===== config.mk =====
export PLATFORM = sky130hd
export DESIGN_NAME = ctm_core
export DESIGN_NICKNAME = d
export VERILOG_FILES = /design/src/ctm_pkg.sv /design/src/ctm_core.sv
export SDC_FILE = /design/constraint.sdc
export NUM_CORES = 1
export LEC_CHECK = 0
export ABC_AREA = 0
export BUFFER_PORTS_ARGS = -buffer_cell sky130_fd_sc_hd__buf_2
export CAP_MARGIN = 10
export CELL_PAD_IN_SITES_DETAIL_PLACEMENT = 2
export CELL_PAD_IN_SITES_GLOBAL_PLACEMENT = 2
export CORE_MARGIN = 2
export CORE_UTILIZATION = 35
export CTS_BUF_LIST = sky130_fd_sc_hd__clkbuf_16
export CTS_CLUSTER_SIZE = 14
export DETAILED_ROUTE_END_ITERATION = 8
export PLACE_DENSITY_LB_ADDON = 0.1
export SYNTH_ARGS = -nofsm -noshare
export SYNTH_HDL_FRONTEND = slang
export SYNTH_SLANG_ARGS = --single-unit
export TNS_END_PERCENT = 20

===== constraint.sdc =====
create_clock -name aclk -period 6.2 [get_ports aclk]
set_input_delay 0.31 -clock aclk [delete_from_list [all_inputs] [get_ports aclk]]
set_output_delay 0.31 -clock aclk [all_outputs]
set_load 0.02 [all_outputs]

===== src/ctm_pkg.sv =====
// Shared constants and carrier types for the compact timer core
package ctm_pkg;
  localparam int AXI_ADDR_W = 8;
  localparam int AXI_DATA_W = 32;
  localparam int CNT_W = 10;
  localparam int PER_W = 3;
  localparam int ROUTE_W = 5;
  localparam int IRQ_W = 2;

  // Register byte offsets
  localparam logic [7:0] OFF_ROUTE = 8'h00;
  localparam logic [7:0] OFF_CTL0 = 8'h04;
  localparam logic [7:0] OFF_CTL1 = 8'h08;
  localparam logic [7:0] OFF_CNT_LO = 8'h0C;
  localparam logic [7:0] OFF_CNT_HI = 8'h10;
  localparam logic [7:0] OFF_CMP_LO = 8'h14;
  localparam logic [7:0] OFF_CMP_HI = 8'h18;
  localparam logic [7:0] OFF_IRQ_STAT = 8'h1C;
  localparam logic [7:0] OFF_IRQ_MASK = 8'h20;

  // Field positions in timer_control_0 and timer_control_1
  localparam int CTL0_PAUSE_BIT = 7;
  localparam int CTL0_CKSEL_LSB = 4;
  localparam int CTL0_ON_BIT = 3;
  localparam int CTL0_PER_LSB = 0;
  localparam int CTL1_CCLR_BIT = 0;
  // Interrupt status layout
  localparam int IRQ_MATCH_A_BIT = 0;
  localparam int IRQ_MATCH_P_BIT = 1;

  // Reset values
  localparam logic [4:0] ROUTE_RST = 5'h05;
  localparam logic [7:0] CTL0_RST = 8'h00;
  localparam logic [7:0] CTL1_RST = 8'h00;
  localparam logic [9:0] CMP_RST = 10'h000;

  // Prescaler divide counts
  localparam int SYS_DIV = 4;
  localparam int HI_DIV_A = 16;
  localparam int HI_DIV_B = 64;

  localparam logic [1:0] RESP_OKAY = 2'h0;
  localparam logic [1:0] RESP_SLVERR = 2'h2;

  typedef enum logic [2:0] {
    CK_SYS_DIV4 = 3'h0,
    CK_SYS = 3'h1,
    CK_HI_DIV16 = 3'h2,
    CK_HI_DIV64 = 3'h3,
    CK_TBC_A = 3'h4,
    CK_TBC_B = 3'h5,
    CK_EXT_RISE = 3'h6,
    CK_EXT_FALL = 3'h7
  } ctm_cksel_t;

  typedef struct packed {
    logic awvalid;
    logic [AXI_ADDR_W-1:0] awaddr;
    logic wvalid;
    logic [AXI_DATA_W-1:0] wdata;
    logic [3:0] wstrb;
    logic bready;
    logic arvalid;
    logic [AXI_ADDR_W-1:0] araddr;
    logic rready;
  } ctm_axi_req_t;

  typedef struct packed {
    logic awready;
    logic wready;
    logic bvalid;
    logic [1:0] bresp;
    logic arready;
    logic rvalid;
    logic [AXI_DATA_W-1:0] rdata;
    logic [1:0] rresp;
  } ctm_axi_rsp_t;

  typedef struct packed {
    logic out_a;
    logic out_a_oe;
    logic out_b;
    logic out_b_oe;
  } ctm_pins_t;
endpackage


===== src/ctm_core.sv =====
// Compact 10-bit timer with AXI4-Lite register access
// Overview of operation
// Each route bit set hands its pin to the timer, else pin keeps other use.
// Compare low write fills a buffer; high write loads high byte plus buffer.
// High byte read returns high bits and latches low byte into the buffer.
// Software writes low then high, reads high then low; other orders undefined.
// Counter and compare split into low byte bits 7-0, high byte bits 9-8.
// Core is a 10-bit up-counter on the selected clock source.
// Comparator P checks counter top three bits; comparator A all ten.
// Software cannot load the counter; its only software clear is a timer_on rise.
// Counter auto-clears on overflow or selected match; events raise interrupts.
// Pause bit holds the counter value; clearing it resumes from there.
// Clock select picks sys/4, sys, high/16, high/64, time base, pin edges.
// Counter pair is read-only; compare pair is read and write.
// Two output pins carry timer signal, each inverted by a port data bit.
// timer_on enables counting, off keeps value, rising edge clears counter.
// Period field matches at multiples of 128; zero means overflow at 1024.
// Clear select: one clears on A match, zero on P match or overflow.
// Counter steps once per enabled tick; pin edges sampled on system clock.
`timescale 1ns/1ns
module ctm_core #(
  parameter int CNT_WIDTH = ctm_pkg::CNT_W
) (
  input wire logic aclk,
  input wire logic aresetn,
  input wire logic ce,
  input wire ctm_pkg::ctm_axi_req_t axi_req,
  output ctm_pkg::ctm_axi_rsp_t axi_rsp,
  input wire logic high_clk_tick,
  input wire logic time_base_clock,
  input wire logic ext_count_input,
  input wire logic [1:0] port_data,
  output logic [ctm_pkg::ROUTE_W-1:0] pin_route,
  output ctm_pkg::ctm_pins_t pins,
  output logic irq
);
  import ctm_pkg::*;

  // Bus slave state
  logic aw_held_q, w_held_q, bvalid_q, awready_q, wready_q, arready_q;
  logic rvalid_q;
  logic [1:0] bresp_q, rresp_q;
  logic [7:0] aw_addr_q;
  logic [31:0] w_data_q, rdata_q;
  logic [3:0] w_strb_q;
  // Registers and timer state
  logic [ROUTE_W-1:0] route_q;
  logic [7:0] ctl0_q, ctl1_q;
  logic [CNT_WIDTH-1:0] cnt_q, cmp_q;
  logic [7:0] cnt_buf_q, cmp_buf_q;
  logic [IRQ_W-1:0] stat_q, mask_q;
  logic irq_q, tm_q, ext_q;
  logic [1:0] sys_div_q;
  logic [5:0] hi_div_q;
  ctm_pins_t pins_q;

  // Write channel decode
  wire aw_fire = axi_req.awvalid & awready_q;
  wire w_fire = axi_req.wvalid & wready_q;
  wire wr_do = ce & aw_held_q & w_held_q & ~bvalid_q;
  wire [7:0] wa = {aw_addr_q[7:2], 2'h0};
  wire wb0 = w_strb_q[0];
  wire wa_route = (wa == OFF_ROUTE);
  wire wa_ctl0 = (wa == OFF_CTL0);
  wire wa_ctl1 = (wa == OFF_CTL1);
  wire wa_cnt = (wa == OFF_CNT_LO) | (wa == OFF_CNT_HI);
  wire wa_cmp_lo = (wa == OFF_CMP_LO);
  wire wa_cmp_hi = (wa == OFF_CMP_HI);
  wire wa_stat = (wa == OFF_IRQ_STAT);
  wire wa_mask = (wa == OFF_IRQ_MASK);
  wire wa_ok = wa_route | wa_ctl0 | wa_ctl1 | wa_cnt | wa_cmp_lo |
               wa_cmp_hi | wa_stat | wa_mask;
  wire wr_route = wr_do & wb0 & wa_route;
  wire wr_ctl0 = wr_do & wb0 & wa_ctl0;
  wire wr_ctl1 = wr_do & wb0 & wa_ctl1;
  wire wr_cmp_lo = wr_do & wb0 & wa_cmp_lo;
  wire wr_cmp_hi = wr_do & wb0 & wa_cmp_hi;
  wire wr_stat = wr_do & wb0 & wa_stat;
  wire wr_mask = wr_do & wb0 & wa_mask;

  // Read channel decode
  wire ar_fire = ce & axi_req.arvalid & arready_q;
  wire [7:0] ra = {axi_req.araddr[7:2], 2'h0};
  wire ra_route = (ra == OFF_ROUTE);
  wire ra_ctl0 = (ra == OFF_CTL0);
  wire ra_ctl1 = (ra == OFF_CTL1);
  wire ra_cnt_lo = (ra == OFF_CNT_LO);
  wire ra_cnt_hi = (ra == OFF_CNT_HI);
  wire ra_cmp_lo = (ra == OFF_CMP_LO);
  wire ra_cmp_hi = (ra == OFF_CMP_HI);
  wire ra_stat = (ra == OFF_IRQ_STAT);
  wire ra_mask = (ra == OFF_IRQ_MASK);
  wire rd_cnt_hi = ar_fire & ra_cnt_hi;
  wire rd_cmp_hi = ar_fire & ra_cmp_hi;
  wire [7:0] rd_byte;
  wire rd_ok;

  // Registers sit in the low byte lane, upper lanes read zero
  assign rd_byte =
    ra_route ? {3'h0, route_q} :
    ra_ctl0 ? ctl0_q :
    ra_ctl1 ? ctl1_q :
    ra_cnt_lo ? cnt_buf_q :
    ra_cnt_hi ? {6'h00, cnt_q[9:8]} :
    ra_cmp_lo ? cmp_buf_q :
    ra_cmp_hi ? {6'h00, cmp_q[9:8]} :
    ra_stat ? {6'h00, stat_q} :
    ra_mask ? {6'h00, mask_q} :
    8'h00;
  assign rd_ok = ra_route | ra_ctl0 | ra_ctl1 | ra_cnt_lo | ra_cnt_hi |
                 ra_cmp_lo | ra_cmp_hi | ra_stat | ra_mask;

  // Control fields
  wire pause = ctl0_q[CTL0_PAUSE_BIT];
  wire timer_on = ctl0_q[CTL0_ON_BIT];
  wire [2:0] cksel = ctl0_q[CTL0_CKSEL_LSB +: 3];
  wire [2:0] period_field = ctl0_q[CTL0_PER_LSB +: PER_W];
  wire clear_source_select = ctl1_q[CTL1_CCLR_BIT];
  wire on_rise = wr_ctl0 & w_data_q[CTL0_ON_BIT] & ~timer_on;

  // Clock source ticks
  wire sys4_tick = (sys_div_q == 2'(SYS_DIV - 1));
  wire hi16_tick = high_clk_tick & (hi_div_q[3:0] == 4'(HI_DIV_A - 1));
  wire hi64_tick = high_clk_tick & (hi_div_q == 6'(HI_DIV_B - 1));
  wire ext_rise = ext_count_input & ~ext_q;
  wire ext_fall = ~ext_count_input & ext_q;
  wire src_tick;

  assign src_tick =
    (cksel == CK_SYS_DIV4) ? sys4_tick :
    (cksel == CK_SYS) ? 1'b1 :
    (cksel == CK_HI_DIV16) ? hi16_tick :
    (cksel == CK_HI_DIV64) ? hi64_tick :
    (cksel == CK_TBC_A) ? time_base_clock :
    (cksel == CK_TBC_B) ? time_base_clock :
    (cksel == CK_EXT_RISE) ? ext_rise :
    ext_fall;

  // Counter and comparators
  wire adv = ce & timer_on & ~pause & src_tick;
  wire [CNT_WIDTH-1:0] cnt_inc = cnt_q + 10'h001;
  wire ovf = (cnt_q == 10'h3FF);
  wire hit_a = (cnt_inc == cmp_q);
  wire hit_p = (period_field != 3'h0) ?
               ((cnt_inc[9:7] == period_field) && (cnt_inc[6:0] == 7'h00)) :
               ovf;
  wire clr = clear_source_select ? hit_a : hit_p;
  wire [IRQ_W-1:0] events = {adv & hit_p, adv & hit_a};
  wire [CNT_WIDTH-1:0] cnt_d =
    on_rise ? 10'h000 :
    adv ? (clr ? 10'h000 : cnt_inc) :
    cnt_q;
  wire [IRQ_W-1:0] stat_d =
    (stat_q & ~(wr_stat ? w_data_q[IRQ_W-1:0] : 2'h0)) | events;
  wire [IRQ_W-1:0] mask_d = wr_mask ? w_data_q[IRQ_W-1:0] : mask_q;
  // Timer output toggles on each comparator A match, restarts low on enable
  wire tm_d = on_rise ? 1'b0 : (adv & hit_a) ? ~tm_q : tm_q;
  wire [ROUTE_W-1:0] route_d = wr_route ? w_data_q[ROUTE_W-1:0] : route_q;
  ctm_pins_t pins_d;
  assign pins_d.out_a = tm_d ^ port_data[0];
  assign pins_d.out_b = tm_d ^ port_data[1];
  assign pins_d.out_a_oe = route_d[0];
  assign pins_d.out_b_oe = route_d[1];

  // Write address and data capture
  always_ff @(posedge aclk) begin
    if (!aresetn) begin
      aw_held_q <= 1'b0;
      w_held_q <= 1'b0;
      aw_addr_q <= 8'h00;
      w_data_q <= 32'h0000_0000;
      w_strb_q <= 4'h0;
    end else if (ce) begin
      if (aw_fire) aw_addr_q <= axi_req.awaddr;
      if (w_fire) w_data_q <= axi_req.wdata;
      if (w_fire) w_strb_q <= axi_req.wstrb;
      aw_held_q <= (aw_held_q | aw_fire) & ~wr_do;
      w_held_q <= (w_held_q | w_fire) & ~wr_do;
    end
  end

  // Write response and channel readiness
  always_ff @(posedge aclk) begin
    if (!aresetn) begin
      bvalid_q <= 1'b0;
      bresp_q <= RESP_OKAY;
      awready_q <= 1'b0;
      wready_q <= 1'b0;
    end else if (ce) begin
      bvalid_q <= wr_do | (bvalid_q & ~axi_req.bready);
      if (wr_do) bresp_q <= wa_ok ? RESP_OKAY : RESP_SLVERR;
      awready_q <= ~(aw_held_q | aw_fire) | wr_do;
      wready_q <= ~(w_held_q | w_fire) | wr_do;
    end
  end

  // Read channel
  always_ff @(posedge aclk) begin
    if (!aresetn) begin
      rvalid_q <= 1'b0;
      arready_q <= 1'b0;
      rdata_q <= 32'h0000_0000;
      rresp_q <= RESP_OKAY;
    end else if (ce) begin
      rvalid_q <= ar_fire | (rvalid_q & ~axi_req.rready);
      arready_q <= ~(ar_fire | (rvalid_q & ~axi_req.rready));
      if (ar_fire) rdata_q <= {24'h00_0000, rd_byte};
      if (ar_fire) rresp_q <= rd_ok ? RESP_OKAY : RESP_SLVERR;
    end
  end

  // Software registers; the counter pair takes no writes
  always_ff @(posedge aclk) begin
    if (!aresetn) begin
      route_q <= ROUTE_RST;
      ctl0_q <= CTL0_RST;
      ctl1_q <= CTL1_RST;
      cmp_q <= CMP_RST;
      mask_q <= 2'h0;
    end else if (ce) begin
      route_q <= route_d;
      if (wr_ctl0) ctl0_q <= w_data_q[7:0];
      if (wr_ctl1) ctl1_q <= w_data_q[7:0];
      if (wr_cmp_hi) cmp_q <= {w_data_q[1:0], cmp_buf_q};
      mask_q <= mask_d;
    end
  end

  // Low byte holding buffers; a write to the buffer beats a read capture
  always_ff @(posedge aclk) begin
    if (!aresetn) begin
      cnt_buf_q <= 8'h00;
      cmp_buf_q <= 8'h00;
    end else if (ce) begin
      if (rd_cnt_hi) cnt_buf_q <= cnt_q[7:0];
      if (wr_cmp_lo) begin
        cmp_buf_q <= w_data_q[7:0];
      end else if (rd_cmp_hi) begin
        cmp_buf_q <= cmp_q[7:0];
      end
    end
  end

  // Counter, prescalers and pin edge sample
  always_ff @(posedge aclk) begin
    if (!aresetn) begin
      cnt_q <= 10'h000;
      sys_div_q <= 2'h0;
      hi_div_q <= 6'h00;
      ext_q <= 1'b0;
      tm_q <= 1'b0;
    end else if (ce) begin
      cnt_q <= cnt_d;
      sys_div_q <= sys_div_q + 2'h1;
      if (high_clk_tick) hi_div_q <= hi_div_q + 6'h01;
      ext_q <= ext_count_input;
      tm_q <= tm_d;
    end
  end

  // Interrupt status and outputs
  always_ff @(posedge aclk) begin
    if (!aresetn) begin
      stat_q <= 2'h0;
      irq_q <= 1'b0;
      pins_q.out_a <= 1'b0;
      pins_q.out_a_oe <= ROUTE_RST[0];
      pins_q.out_b <= 1'b0;
      pins_q.out_b_oe <= ROUTE_RST[1];
    end else if (ce) begin
      stat_q <= stat_d;
      irq_q <= |(stat_d & mask_d);
      pins_q <= pins_d;
    end
  end

  assign axi_rsp.awready = awready_q;
  assign axi_rsp.wready = wready_q;
  assign axi_rsp.bvalid = bvalid_q;
  assign axi_rsp.bresp = bresp_q;
  assign axi_rsp.arready = arready_q;
  assign axi_rsp.rvalid = rvalid_q;
  assign axi_rsp.rdata = rdata_q;
  assign axi_rsp.rresp = rresp_q;
  assign pin_route = route_q;
  assign pins = pins_q;
  assign irq = irq_q;
endmodule // ctm_core


-- Yosys cells after proc, flatten, opt, wreduce, memory -nomap -nowiden
Index checks and enable logic that the tools add are counted.
Widths: inputs -> output; s select.
- register bits: 112
- bits of input ports: 65
- add/subtract/negate cells: 3
- equality and inequality tests: 28
- muxes and demuxes: 30
- bitwise logic cells: 72
- reductions and logical operators: 21
- operators with widths (operator ; count):
    $mux 8 ; 8
    $eq 6x3->1 const B ; 8
    $and 1x1->1 ; 32
    $mux 10 ; 3
    $eq 6x2->1 const B ; 4
    $reduce_and 2->1 ; 12
    $or 1x1->1 ; 22
    $logic_not 8->1 ; 2
    $mux 2 ; 8
    $eq 6x1->1 const B ; 2
    $eq 6x4->1 const B ; 2
    $not 1->1 ; 12
    $mux 1 ; 11
    $add 10x1->10 const B ; 1
    $eq 10x10->1 ; 1
    $eq 10x10->1 const B ; 1
    $eq 3x3->1 const B ; 3
    $logic_not 7->1 ; 1
    $add 6x1->6 const B ; 1
    $eq 3x2->1 const B ; 2
    $eq 6x6->1 const B ; 1
    $and 2x2->2 ; 2
    $eq 4x4->1 const B ; 1
    $reduce_bool 2->1 ; 2
    11 further kinds ; 12

-- Logic depth before layout (Yosys ltp)
- word-level depth: 14
- gate-level depth with buffers: 11
- depth with buffers taken out: 9

-- Least setup slack after synthesis
No wires, ideal clock.
- path type: reg-to-reg
- from: register cnt_q[0]
- to: register cnt_q[9]
- data required time: 6.080 ns
- slack: 3.739 ns
- stages on the path, launching flop included: 12
- arrival: 2.341 ns
- cell sequence: dfxtp_1 ha_1 clkbuf_8 xnor2_1 o311ai_0 a221o_1 nor4_1 a32oi_2 o2111ai_2 buf_6 nor2_1 a211o_1
- cells in the longest elaborated chain, start to end: 8
- RTL lines (element ; line ; RTL):
    start: declaration ; ctm_core.sv:49 ; logic [CNT_WIDTH-1:0] cnt_q, cmp_q;
    start signal: assignment ; ctm_core.sv:253 ; cnt_q <= cnt_d;
    $add 10x1->10 ; ctm_core.sv:141 ; wire [CNT_WIDTH-1:0] cnt_inc = cnt_q + 10'h001;
    $logic_not 7->1 or $eq 3x3->1 (tied branches) ; ctm_core.sv:145 ; ((cnt_inc[9:7] == period_field) && (cnt_inc[6:0] == 7'h00)) :
    $logic_and 1x1->1 ; ctm_core.sv:145 ;
    $mux 1 ; ctm_core.sv:144 ; wire hit_p = (period_field != 3'h0) ?
    $mux 1 ; ctm_core.sv:147 ; wire clr = clear_source_select ? hit_a : hit_p;
    $mux 10 * (2 in a row) ; ctm_core.sv:151 ; adv ? (clr ? 10'h000 : cnt_inc) :
    $mux 10 * ; ctm_core.sv:150 ; on_rise ? 10'h000 :
Mark *: on every way between the ends. The rest lies on a longest branch, timed or not. The select of a mux whose other input is x is not followed.
A chain may end at the register's enable or synchronous reset.

-- Worst setup path in the final report
- from: register cnt_q[4]
- to: register cnt_q[9]
The elaborated chain is that of the path after synthesis.

==> results.md <==
- The flow ran to the end, and the final reports show no timing, DRC or antenna violations.
- The post-route worst hold slack is 0.182 ns.
- The tool flagged a number of max-cap violations equal to 0.
- Measured against its own limit, the worst slew margin works out to approximately a quarter.
- For the pin with the worst max-slew slack, the measured transition is 1.12 ns.
- A synthesized cell averages approximately 8.6 µm².
- The via count of the first global-routing pass was slightly below 5000.
- After clock tree synthesis, the clock-pin slew on the worst setup and hold paths is 0.08 ns.
- The tightest min-delay check is of the in -> reg type.
- The combinational share of power is 7.1%.
- The insertion delay of the later-clocked pin in the worst-skew pair is between 0.3 and 0.4 ns.
- In the routed design, unresolved DRC markers number 0.
- The share of the clock period used by the worst path is ~54%.
- The number of setup buffers added after CTS is 0.
- After clock tree synthesis, the repair step resized 0 gates.
- The layout-stage area growth over the synthesis result is 9.07%.
- For this block, the initial DRC count from the detailed router was between 150 and 200.
- The die outline width is about 130 µm.
- The peak fanout along the critical path is 12.
- Yosys printed 0 warnings.
- Yosys attributes the largest share of cell area to sky130_fd_sc_hd__dfxtp_1, sky130_fd_sc_hd__mux2i_1, sky130_fd_sc_hd__nor2_1.
- In this run the power spent charging and discharging nets is ~0.35 mW.
- The peak clock frequency supported by timing is ~0.30 GHz.
- The sequential-to-total area share from yosys stat is ~39%.
- The arrival time at the worst endpoint is 3.59 ns.
- Setup repair after global routing left no endpoint under its margin.
- The CTS H-tree depth is 3.
- The routed layout has about 4600 vias.
- The number of buffers inserted by hold repair at cts is 0.
- By instance count, the leading cell after synthesis is sky130_fd_sc_hd__dfxtp_1.
- After detailed routing, the number of vias per cell comes to about 5.3.
- The placed wire-length estimate is 12.6 mm.
- The average wire per standard cell is between 15 and 20 µm.
- During I/O placement, the number of pins put on the boundary was about 120.
- The total overflow left after global routing is 0.
- Summed over all instances, the cell type with the most area after synthesis is sky130_fd_sc_hd__dfxtp_1.
- The startpoint kind of the worst setup timing path is a flop.
- For this design, the sink count on the clock tree is between 100 and 150.
- The total area inside the core boundary comes to roughly 15000 µm².
- After synthesis the cells add up to approximately 5500 µm².
- The kind of end point of the critical path is a flop.
- The final count of pins violating max slew is 0.
- The share of cells above drive strength 1 is between 10 and 15%.
- The final critical delay including setup and external delays is 3.35 ns.
- The die covers 16700 µm².
- The static leakage is 2.35 nW.
- The switching share of power is between 20% and 30%.
- The repair_antennas step left the layout with diodes totalling 0.
- Entering global routing, the biggest net connects 72 pins.
- The first detailed-routing pass took 4 iterations.
- The clock tree root driver cell is sky130_fd_sc_hd__clkbuf_16.
- The distinct cell type count of the synthesized netlist is between 60 and 70.
- Across the VDD grid, the largest voltage drop is between 0.1 and 0.15 mV.
- On the final layout, the worst clock skew is about 0.010 ns.
- The floorplan row count is 45.
- The required time of the critical path is between 6 and 7 ns.
- The number of routed nets with antenna violations is 0.
- In the synthesized netlist the dominant register cell turns out to be sky130_fd_sc_hd__dfxtp_1.
- The clock tree from TritonCTS is yes.
- The placer's final routability congestion estimate is a little over 0.8.
- In this run, synthesis produced a sequential element count of ~110.
- The setup TNS is 0 ns.
- The post-layout net count is about 730.
- The die height is ~130 µm.
- The internal cell power is a little over 1 mW.
- The area share of the largest cell type after synthesis is 38.6%.
- Synthesis produced 640 cells.
- Setup violations remaining at the end of the flow were counted as 0.
- Once routing completed, OpenROAD measured the worst setup slack at 2.85 ns.
- The number of hold violations in the final report is 0.
- The clock network burns a little over two fifths of the power.
- The class of the most critical setup path is reg -> reg.
- The number of enable flip-flop cells after synthesis is 0.
- The routed design has 17.0 mm of wire.
- For this configuration, the core starts out at a cell density of 36.1%.
- The share of total power in sequential cells is between 50% and 60%.
- For this run, asynchronously set or reset flops after synthesis account for 0%.
- In this run the power density over the cells is roughly 230 nW/µm².
- Global routing used about a fifth of the available tracks.
- Sorting the synthesized cells by how often they occur yields sky130_fd_sc_hd__dfxtp_1, sky130_fd_sc_hd__nor2_1, sky130_fd_sc_hd__mux2i_1, sky130_fd_sc_hd__nand2_1, sky130_fd_sc_hd__a21oi_1.
- The first global-routing pass estimated around 27 mm of wire.
- Buffers placed on the I/O ports in this run total 58.
- The initial antenna violation count is 0.
- The number of buffers created by CTS is 9.
- The maximum count of clock buffers along a single path is 2.
- The post-placement setup slack is approximately 2.9 ns.
## kinds of logic after synthesis
group	after synthesis	synth area share (%)
multiplexers	71	13.0
buffers and inverters	83	9.32
XOR/XNOR	23	3.66
flip-flops	106	38.6
other	1	0.0681
AND/OR/NAND/NOR	225	19.8
adder cells (fa/ha/maj)	4	0.909
AO/OA/AOI/OAI	127	14.7
## layer usage
layer / wire (µm) / track usage [%] / part of all wire [%]
met4: 164 / 4.09 / 0.96
met5: 0 / 0 / 0
met1: 7690 / 27.3 / 45
met3: 562 / 3.72 / 3.3
met2: 8610 / 37.7 / 51
## state kept, by name, indices dropped and copies added (netlist names), 6 cells and up
signal	flops
ctl0_q	8
w_data_q	8
cnt_q	10
aw_addr_q	6
cmp_buf_q	8
ctl1_q	8
rdata_q	8
cmp_q	10
hi_div_q	6
cnt_buf_q	8
## power groups by stage
| stage | clock network, mW | registers (mW) | logic [mW] |
|---|---|---|---|
| finish | 0.588 | 0.701 | 0.0987 |
| global route | 0.634 | 0.703 | 0.109 |
| CTS | 0.603 | 0.701 | 0.0995 |
| detailed placement | 0 | 0.717 | 0.0991 |
| global placement | 0 | 0.716 | 0.0949 |
| floorplan | 0 | 0.716 | 0.0804 |
## through the flow
| step | total power [mW] | instances | area (µm²) | util [%] |
|---|---|---|---|---|
| final | 1.39 | 878 | 6000 | 39.3 |
| after global routing | 1.45 | 878 | 6000 | 39.3 |
| after CTS | 1.40 | 878 | 6000 | 39.3 |
| after detailed placement | 0.816 | 863 | 5710 | 37.4 |
| after global placement | 0.811 | 863 | 5710 | 37.4 |
| after floorplan | 0.796 | 665 | 5600 | - |
## path summary, 6_finish.rpt
path	from	to	slack (ns)	cells after the start
worst min register to register	rdata_q[0]$_SDFFE_PN0P_	rdata_q[0]$_SDFFE_PN0P_	0.46	2
worst max-delay path	cnt_q[4]$_SDFFE_PN0P_	cnt_q[9]$_SDFFE_PN0P_	2.85	8
worst min-delay path	axi_req[17]	w_data_q[2]$_SDFFE_PN0P_	0.18	3
worst max register to register	cnt_q[4]$_SDFFE_PN0P_	cnt_q[9]$_SDFFE_PN0P_	2.85	8
## worst max-delay path, stage by stage, from the launching register on
cell	delay, ns
sky130_fd_sc_hd__dfxtp_1	0.59
sky130_fd_sc_hd__nand3_2	0.30
sky130_fd_sc_hd__or4_4	0.63
sky130_fd_sc_hd__xor2_1	0.31
sky130_fd_sc_hd__xor2_1	0.22
sky130_fd_sc_hd__a32oi_2	0.20
sky130_fd_sc_hd__o2111ai_2	0.58
sky130_fd_sc_hd__nor2_1	0.10
sky130_fd_sc_hd__a211o_1	0.29
## cell usage in the layout, fill, tap and decap left out, types with 8 or more instances in the layout
cell	n
sky130_fd_sc_hd__dfxtp_1	106
sky130_fd_sc_hd__nor2_1	93
sky130_fd_sc_hd__mux2i_1	67
sky130_fd_sc_hd__buf_2	58
sky130_fd_sc_hd__nand2_1	51
sky130_fd_sc_hd__a21oi_1	44
sky130_fd_sc_hd__conb_1	26
sky130_fd_sc_hd__o21ai_0	22
sky130_fd_sc_hd__xor2_1	14
sky130_fd_sc_hd__nand3_1	12
sky130_fd_sc_hd__a211oi_1	11
sky130_fd_sc_hd__nor3_1	10
sky130_fd_sc_hd__xnor2_1	9
sky130_fd_sc_hd__clkbuf_16	9
sky130_fd_sc_hd__inv_1	8
## final cells by class
type                            instances  area, µm²
Clock buffer                            9        225
Clock inverter                          6       66.3
Fill cell                            1725       9260
Inverter                                9       33.8
Multi-Input combinational cell        476       2980
Sequential cell                       106       2120
Tap cell                              211        264
Timing Repair Buffer                   61        313
(Power assumes the default switching activity.)
